File: config.mk
export PLATFORM = sky130hd
export DESIGN_NAME = ilfb_irq_bank
export DESIGN_NICKNAME = d
export VERILOG_FILES = /design/src/ilfb_irq_bank.v
export VERILOG_INCLUDE_DIRS = /design/src
export SDC_FILE = /design/constraint.sdc
export NUM_CORES = 1
export LEC_CHECK = 0
export BUFFER_PORTS_ARGS = -buffer_cell sky130_fd_sc_hd__buf_4
export CORE_ASPECT_RATIO = 1.4
export CORE_UTILIZATION = 23
export DETAILED_ROUTE_END_ITERATION = 8
export GPL_ROUTABILITY_DRIVEN = 0
export HOLD_SLACK_MARGIN = 0.05
export PLACE_DENSITY = 0.54
export REMOVE_ABC_BUFFERS = 1
export SYNTH_ARGS = -nofsm -noshare
export SYNTH_HDL_FRONTEND = slang
export SYNTH_SLANG_ARGS = --single-unit
File: constraint.sdc
create_clock -name clk_sys -period 1.5 [get_ports clk_sys]
set_input_delay 0.225 -clock clk_sys [delete_from_list [all_inputs] [get_ports clk_sys]]
set_output_delay 0.225 -clock clk_sys [all_outputs]
set_load 0.02 [all_outputs]
File: src/ilfb_defs.vh
// constants for the interrupt level and flag bank
// included by ilfb_irq_bank.v; definitions only
`ifndef ILFB_DEFS_VH
`define ILFB_DEFS_VH

`define ILFB_ADDR_W 8
`define ILFB_DATA_W 8
`define ILFB_REG_COUNT 11
`define ILFB_SRC_COUNT 22
`define ILFB_LVL_W 3

`define ILFB_ADC_EXT0_OFFSET 8'h70
`define ILFB_EXT1_EXT2_OFFSET 8'h71
`define ILFB_EXT3_EXT4_OFFSET 8'h72
`define ILFB_EXT5_EXT6_OFFSET 8'h73
`define ILFB_EXT7_EXT8_OFFSET 8'h74
`define ILFB_TMR0_TMR1_OFFSET 8'h75
`define ILFB_TMR2_TMR3_OFFSET 8'h76
`define ILFB_TMR4_TMR5_OFFSET 8'h77
`define ILFB_TMR6_TMR7_OFFSET 8'h78
`define ILFB_TMR8_PAIR_OFFSET 8'h79
`define ILFB_TMR9_PAIR_OFFSET 8'h7A
`define ILFB_FIRST_OFFSET `ILFB_ADC_EXT0_OFFSET
`define ILFB_LAST_OFFSET `ILFB_TMR9_PAIR_OFFSET

`define ILFB_REG_RESET 8'h00
`define ILFB_NIBBLE_W 4
`define ILFB_FLAG_BIT 3
`define ILFB_LVL_LSB 0

`define ILFB_LVL_OFF_LOW 3'h0
`define ILFB_LVL_OFF_HIGH 3'h7

`define ILFB_EXT_ZERO_SRC 0

`endif

File: src/ilfb_irq_bank.v
// interrupt level and pending flag bank, two sources per byte register
// assumes a single-cycle register port and same-clock event pulses;
// external input zero arrives asynchronously from a pin
//
// Added by the designer: the address-and-strobe port.
`include "ilfb_defs.vh"
`timescale 1ns/1ps
`default_nettype none

module ilfb_irq_bank (
    input wire clk_sys,
    input wire rst_n,
    input wire [`ILFB_ADDR_W-1:0] reg_addr,
    input wire [`ILFB_DATA_W-1:0] reg_wdata,
    input wire reg_wr,
    input wire reg_rd,
    output reg [`ILFB_DATA_W-1:0] reg_rdata,
    input wire [`ILFB_SRC_COUNT-1:0] src_event,
    input wire [`ILFB_SRC_COUNT-1:0] ack_clear,
    input wire external_input_zero,
    input wire ext_zero_level_mode,
    output reg [`ILFB_SRC_COUNT-1:0] request_pending_flag,
    output reg [`ILFB_SRC_COUNT*`ILFB_LVL_W-1:0] request_priority_field,
    output wire [`ILFB_SRC_COUNT-1:0] req_active
);

    localparam [3:0] IDX_NONE = 4'hF;

    // one decode serves both the write and the read path
    function [3:0] reg_index;
        input [`ILFB_ADDR_W-1:0] a;
        begin
            case (a)
                `ILFB_ADC_EXT0_OFFSET: reg_index = 4'h0;
                `ILFB_EXT1_EXT2_OFFSET: reg_index = 4'h1;
                `ILFB_EXT3_EXT4_OFFSET: reg_index = 4'h2;
                `ILFB_EXT5_EXT6_OFFSET: reg_index = 4'h3;
                `ILFB_EXT7_EXT8_OFFSET: reg_index = 4'h4;
                `ILFB_TMR0_TMR1_OFFSET: reg_index = 4'h5;
                `ILFB_TMR2_TMR3_OFFSET: reg_index = 4'h6;
                `ILFB_TMR4_TMR5_OFFSET: reg_index = 4'h7;
                `ILFB_TMR6_TMR7_OFFSET: reg_index = 4'h8;
                `ILFB_TMR8_PAIR_OFFSET: reg_index = 4'h9;
                `ILFB_TMR9_PAIR_OFFSET: reg_index = 4'hA;
                default: reg_index = IDX_NONE;
            endcase
        end
    endfunction

    function addr_hit;
        input [`ILFB_ADDR_W-1:0] a;
        begin
            addr_hit = (reg_index(a) != IDX_NONE);
        end
    endfunction

    function level_enabled;
        input [`ILFB_LVL_W-1:0] lvl;
        begin
            level_enabled = (lvl != `ILFB_LVL_OFF_LOW) &&
                            (lvl != `ILFB_LVL_OFF_HIGH);
        end
    endfunction

    // level bits never read back, so a byte shows only the two flags
    function [`ILFB_DATA_W-1:0] pack_flags;
        input [1:0] f;
        begin
            pack_flags = {f[1], 3'h0, f[0], 3'h0};
        end
    endfunction

    wire wr_hit;
    wire rd_hit;
    wire [3:0] wr_index;
    wire [3:0] rd_index;
    assign wr_hit = reg_wr && addr_hit(reg_addr);
    assign rd_hit = reg_rd && addr_hit(reg_addr);
    assign wr_index = reg_index(reg_addr);
    assign rd_index = reg_index(reg_addr);

    // one select line per register keeps the source loop free of compares
    wire [`ILFB_REG_COUNT-1:0] wr_sel;
    genvar r;
    generate
        for (r = 0; r < `ILFB_REG_COUNT; r = r + 1) begin : g_reg
            assign wr_sel[r] = wr_hit && (wr_index == r);
        end
    endgenerate

    // pin synchroniser: a change counts once stages two and three agree
    reg ext_s1;
    reg ext_s2;
    reg ext_s3;
    reg ext_level;
    reg next_ext_level;
    wire ext_agree;
    wire ext_rise;

    always @(posedge clk_sys or negedge rst_n) begin
        if (!rst_n) begin
            ext_s1 <= 1'h0;
        end else begin
            ext_s1 <= external_input_zero;
        end
    end

    always @(posedge clk_sys or negedge rst_n) begin
        if (!rst_n) begin
            ext_s2 <= 1'h0;
        end else begin
            ext_s2 <= ext_s1;
        end
    end

    always @(posedge clk_sys or negedge rst_n) begin
        if (!rst_n) begin
            ext_s3 <= 1'h0;
        end else begin
            ext_s3 <= ext_s2;
        end
    end

    assign ext_agree = (ext_s2 == ext_s3);

    always @* begin
        next_ext_level = ext_level;
        if (ext_agree) begin
            next_ext_level = ext_s2;
        end
    end

    always @(posedge clk_sys or negedge rst_n) begin
        if (!rst_n) begin
            ext_level <= 1'h0;
        end else begin
            ext_level <= next_ext_level;
        end
    end

    // edge taken against the filtered level, so a one-cycle glitch never sets
    assign ext_rise = ext_agree && ext_s2 && !ext_level;

    genvar i;
    generate
        for (i = 0; i < `ILFB_SRC_COUNT; i = i + 1) begin : g_src
            localparam integer NIB = (i % 2) * `ILFB_NIBBLE_W;
            wire sel;
            wire wr_clear;
            wire set_evt;
            wire clr_evt;
            wire hold_level;
            wire [`ILFB_LVL_W-1:0] lvl_now;
            reg next_flag;
            reg [`ILFB_LVL_W-1:0] next_lvl;

            assign sel = wr_sel[i / 2];
            // whole-byte write of a zero flag bit clears, a one is ignored
            assign wr_clear = sel && !reg_wdata[NIB + `ILFB_FLAG_BIT];
            assign lvl_now = request_priority_field[i*`ILFB_LVL_W +: `ILFB_LVL_W];

            if (i == `ILFB_EXT_ZERO_SRC) begin : g_ext
                assign set_evt = ext_rise;
                assign hold_level = ext_zero_level_mode;
            end else begin : g_std
                assign set_evt = src_event[i];
                assign hold_level = 1'h0;
            end
            assign clr_evt = wr_clear || ack_clear[i];

            always @* begin
                next_flag = request_pending_flag[i];
                if (hold_level) begin
                    // software and core clears have no effect in level mode
                    next_flag = ext_level;
                end else if (set_evt) begin
                    // set wins so a same-cycle event is never lost
                    next_flag = 1'h1;
                end else if (clr_evt) begin
                    next_flag = 1'h0;
                end
            end

            // every write loads both levels; a partial update is impossible
            always @* begin
                next_lvl = lvl_now;
                if (sel) begin
                    next_lvl = reg_wdata[NIB + `ILFB_LVL_LSB +: `ILFB_LVL_W];
                end
            end

            always @(posedge clk_sys or negedge rst_n) begin
                if (!rst_n) begin
                    request_pending_flag[i] <= 1'h0;
                end else begin
                    request_pending_flag[i] <= next_flag;
                end
            end

            always @(posedge clk_sys or negedge rst_n) begin
                if (!rst_n) begin
                    request_priority_field[i*`ILFB_LVL_W +: `ILFB_LVL_W] <=
                        `ILFB_LVL_OFF_LOW;
                end else begin
                    request_priority_field[i*`ILFB_LVL_W +: `ILFB_LVL_W] <=
                        next_lvl;
                end
            end

            // codes 0 and 7 both keep the source away from the core
            assign req_active[i] = request_pending_flag[i] &&
                level_enabled(lvl_now);
        end
    endgenerate

    // level fields are write-only and read as zero
    reg [`ILFB_DATA_W-1:0] next_rdata;

    always @* begin
        next_rdata = `ILFB_REG_RESET;
        if (rd_hit) begin
            case (rd_index)
                4'h0: begin
                    next_rdata = pack_flags(request_pending_flag[1:0]);
                end

                4'h1: begin
                    next_rdata = pack_flags(request_pending_flag[3:2]);
                end

                4'h2: begin
                    next_rdata = pack_flags(request_pending_flag[5:4]);
                end

                4'h3: begin
                    next_rdata = pack_flags(request_pending_flag[7:6]);
                end

                4'h4: begin
                    next_rdata = pack_flags(request_pending_flag[9:8]);
                end

                4'h5: begin
                    next_rdata = pack_flags(request_pending_flag[11:10]);
                end

                4'h6: begin
                    next_rdata = pack_flags(request_pending_flag[13:12]);
                end

                4'h7: begin
                    next_rdata = pack_flags(request_pending_flag[15:14]);
                end

                4'h8: begin
                    next_rdata = pack_flags(request_pending_flag[17:16]);
                end

                4'h9: begin
                    next_rdata = pack_flags(request_pending_flag[19:18]);
                end

                4'hA: begin
                    next_rdata = pack_flags(request_pending_flag[21:20]);
                end

                default: begin
                    next_rdata = `ILFB_REG_RESET;
                end
            endcase
        end
    end

    // read data stand one cycle only, then fall back to zero
    always @(posedge clk_sys or negedge rst_n) begin
        if (!rst_n) begin
            reg_rdata <= `ILFB_REG_RESET;
        end else begin
            reg_rdata <= next_rdata;
        end
    end

endmodule

`default_nettype wire

# == Word level (Yosys, flattened, before mapping) ==
# Cells that the tools add are included.
# op_classes
n_eq_ne,45
muxes,48
reduce_logical,151
# ops
cell,count
== test 8 x 7 -> 1 bit (second input constant),11
case mux 8 bit (11 select lines),1
logical AND 1 bit,81
nonzero test 3 bit,23
inequality test 3 bit (second input constant),22
2-to-1 mux 1 bit,45
case mux 4 bit (11 select lines),1
nonzero test 2 bit,21
logical OR 1 bit,22
== test 4 x 3 -> 1 bit (second input constant),4
== test 4 bit (second input constant),3
== test 4 x 2 -> 1 bit (second input constant),2
2-to-1 mux 8 bit,1
== test 4 x 1 -> 1 bit (second input constant),1
logical NOT 4 bit,1
inequality test 4 bit (second input constant),1
logical NOT 1 bit,3
== test 1 bit,1
# totals
regBits,100
inputBits,66
out_inout_bits,118

# == Depth between registers and ports, before layout ==
# logic_depth
depth_word,10
mapped_depth,7
mapped_depth_nobuf,4

# == Least setup slack after synthesis ==
# OpenSTA, ideal clock, no wires.
# synth_path
path_kind,in2reg
startpoint,input reg_addr[3]
endpoint,"register request_priority_field[24], in the netlist g_src[8].lvl_now[0]"
setup_ps,125
t_arrival_ps,1381
t_required_ps,1375
setup_slack_ps,-5
path_stages,5
path_buffers,1
path_cell_list,buf_2 -> and2b_1 -> nand3_2 -> nor3_4 -> mux2_2
# synth_between
elab_chain_cells,5
word_cells_on_any_way,16
cone_classes,eq/ne (13); mux (1); reduce/logical (2)
# synth_lines
element,line,source
from (decl),ilfb_irq_bank.v:13,"input wire [`ILFB_ADDR_W-1:0] reg_addr,"
== test 8 x 7 -> 1 bit,ilfb_irq_bank.v:33,case (a)
case mux 4 bit (11 select lines) *,ilfb_irq_bank.v:33,
inequality test 4 bit,ilfb_irq_bank.v:53,addr_hit = (reg_index(a) != IDX_NONE);
logical AND 1 bit,ilfb_irq_bank.v:77,assign wr_hit = reg_wr && addr_hit(reg_addr);
logical AND 1 bit *,ilfb_irq_bank.v:87,assign wr_sel[r] = wr_hit && (wr_index == r);
"to (signal, indexed assignment)",ilfb_irq_bank.v:202,request_priority_field[i*`ILFB_LVL_W +: `ILFB_LVL_W] <=
"to (signal, indexed assignment)",ilfb_irq_bank.v:205,request_priority_field[i*`ILFB_LVL_W +: `ILFB_LVL_W] <=
to (decl),ilfb_irq_bank.v:23,"output reg [`ILFB_SRC_COUNT*`ILFB_LVL_W-1:0] request_priority_field,"
# Every way passes the cells marked *; elsewhere a longest branch is shown, timed or not.
# A chain may end at the register's enable or synchronous reset.

# == Worst setup path in the final report ==
# layout_path
startpoint,"register request_priority_field[33], in the netlist g_src[11].lvl_now[0]"
endpoint,output req_active[11]
# layout_between
elab_chain_cells,3
word_cells_on_any_way,4
cone_classes,eq/ne (1); reduce/logical (3)
# layout_lines
element,line,source
inequality test 3 bit (no line) / nonzero test 3 bit (equally long branches),--,
logical AND 1 bit *,ilfb_irq_bank.v:60,level_enabled = (lvl != `ILFB_LVL_OFF_LOW) &&
logical AND 1 bit *,ilfb_irq_bank.v:211,assign req_active[i] = request_pending_flag[i] &&
to (decl),ilfb_irq_bank.v:24,output wire [`ILFB_SRC_COUNT-1:0] req_active
# Marked as above.

==> out/qor.yml <==
ctsRootBufferMaster: "clkbuf_16"
fmax_mhz: 610
path_max_fanout: 2
via_count: 4025
finalNonFillerCells: 890
grt-busiest-layer: "met2"
regToRegSetupSlack_ps: 150
layout_common_cells: "236 x buf_4, 94 x dfrtp_1, 68 x mux2_2"
die_w_um: 120
rsz0062_at_grt: "true"
ys_top_cells_by_area: "dfrtp_1 53%, mux2_2 17%, and3_1 3.4%"
ant_nets: 0
start_util_pct: 23.4
synth_cell_types: 41
reg2regPathDepth: 4
clock_latency_ps: 350
yosysSeqAreaShare_pct: 52.6
synth_edf_count: 0
grt_max_degree: 47
end_kind: "primary output"
die_area_um2: 20000
diodes: 0
power_mw: 6.39
cts_tree: "yes"
cp_cell_sequence: "or3_1 > and3_4 > buf_6"
drv_slew: 0
h-tree-depth: 3
hold_path.class: "input port to flip-flop"
clock-skew-final_ps: 3.86
wl_per_cell_um: 17.3
use_met2_pct: 28.9
rows: 60
power-per-cell-area_nw_per_um2: 895
ios: 184
status: "finished, violations left"
wirelength_mm: 15.4
clk_pin_slew_worst_paths_ps: 70
final_util_pct: 37.3
r2r_start: "request_pending_flag[2]"
die-height_um: 167
crit_arrival_ps: 1410
hpwl_mm: 11.1
yosys.area_share.xor_xnor_pct: 0
clockBufferDepth: 2
synth.avg_cell_area_um2: 11.7
layout_min_cycle_time_ps: 1640
drt_iter0_drc: 82
whs_endpoint: "request_pending_flag[19]"
finalSetupViolCount: 22
worstSetupPathType: "flip-flop to primary output"
regToRegEndpoint: "reg_rdata[3]"
synthAdderAreaFrac_pct: 0.280
grt_use_total_pct: 15.7
synth_seq_cells: 94
drcViolationCount: 0
period_share_pct: 109
cpLargestDelayFamily: "simple AND/OR/NAND/NOR gates"
global_route.usage.met3_pct: 3.01
hold_violations: 0
synth_top_family_by_area: "simple AND/OR/NAND/NOR gates"
critPathRequiredTime_ps: 1270
port_buffers: 176
yosysWarnings: 0
grt_pass1_wl_mm: 23.1
final.setup.worst_slack_ps: -139
cp-start-kind: "flip-flop"
critPathSlowestCell: "dfrtp_1"
num-nets-final: 704
violations: "setup timing"
dp_cells: 819
grtUsageMet1_pct: 17.7
whs_ps: 67.5
antenna_found_initial: 0
crit_buf_inv: 1
crit_path_max_incr_delay_ps: 390
fp.coreArea_um2: 19100
cts.sinks: 94
dr.pass1.iters: 4
synthToLayoutAreaGrowth_pct: 59.6
yosysTopAreaCellShare_pct: 52.6
worstHoldStart: "src_event[19]"
maxCapViolCount: 0
first_global_vias: 4052
p_leak_nw: 3.63
drive_above_1_share_pct: 57.6
vdd_drop_max_mv: 0.442
synthMuxAreaShare_pct: 18.0
synth-simple-area-share_pct: 20.3
place_ws_ps: -270
gr-total-overflow: 0
synth_compound_area_share_pct: 5.28
vias_per_cell: 4.52
ys.flop_type: "dfrtp_1"
numCtsBuffers: 9
min_delay_path_depth: 2
final_common_cell: "buf_4"
synthCells: 382
synth_top_area_cell: "dfrtp_1"
netlist_area_um2: 4480
tns_ps: -2500
synthArstFlopShare_pct: 100
dpl-instance-area_um2: 6250
postLayoutCellArea_um2: 7140
flip-flops by register name, indices dropped and copies added (netlist names):
signal / flops
g_src.lvl_now: 66
request_pending_flag: 22
reg_rdata: 2
ext_level: 1
ext_s1: 1
ext_s2: 1
ext_s3: 1
kinds of logic after synthesis:
kind of cell / after synthesis
simple gates: 145
mux: 72
flops: 94
other cells: 1
fa+ha+maj: 1
buf+inv: 32
compound gates: 37
power by group:
part           internal (mW)  switching (mW)
Sequential              2.67           0.129
Combinational          0.739           0.680
Clock                   1.17           0.999
worst register-to-register path, delay by kind of cell, from the launching register on:
kind               cells  cell delay, ps
DFF                    1             410
AOI/OAI and AO/OA      2             350
muxes                  1             290
and+or+nand+nor        1             180
synthesized netlist by cell type, drive strengths merged, types with 2 or more instances:
| master | instances |
|---|---|
| dfrtp | 94 |
| nor3b | 2 |
| o32ai | 2 |
| o21ai | 14 |
| a21oi | 6 |
| nand2 | 5 |
| o31ai | 2 |
| nor2 | 4 |
| and2b | 2 |
| nand3 | 24 |
| or3 | 22 |
| inv | 8 |
| nand3b | 8 |
| and3 | 24 |
| mux2 | 68 |
| nand4 | 6 |
| buf | 15 |
| nor3 | 5 |
| clkbuf | 9 |
| mux2i | 4 |
| a31o | 4 |
| nor4 | 3 |
| nand2b | 23 |
| nor2b | 13 |
| o21bai | 4 |
| o311ai | 2 |
worst max-delay path by stage:
stage	start	end	cells past startpoint	slack [ps]
5_1_grt	g_src[14].lvl_now[2]	req_active[14]	3	-190
6_report	g_src[11].lvl_now[0]	req_active[11]	3	-140
2_1_floorplan	reg_addr[7]	g_src[8].lvl_now[0]	4	-30
3_3_place_gp	reg_addr[7]	g_src[3].lvl_now[0]	6	-210
4_1_cts	g_src[11].lvl_now[1]	req_active[11]	3	-150
3_5_place_dp	reg_addr[7]	g_src[2].lvl_now[0]	6	-270
layer usage:
layer	share of wire, %	up-vias
li1	-	1884
met1	39	2007
met2	54	116
met3	4.1	18
met4	2.1	0
met5	0	-
layout make-up:
type / count / area, µm²
flip-flops and latches: 94 / 2350
multi-input cells: 261 / 2090
fillers: 1943 / 12000
clock inverters: 6 / 47.5
well taps: 248 / 310
repair buffers: 263 / 2080
inverters: 8 / 30.0
clock buffers: 10 / 239
what timing repair did:
action                     in CTS  in global routing
setup endpoints to repair      22                 22
gates resized for setup        34                  8
pin swaps                      33                  6
gates cloned                    0                  0
hold endpoints to repair       23                  0
hold buffers                    4                  0
buffers inserted               42                  9
(Power assumes the default switching activity.)
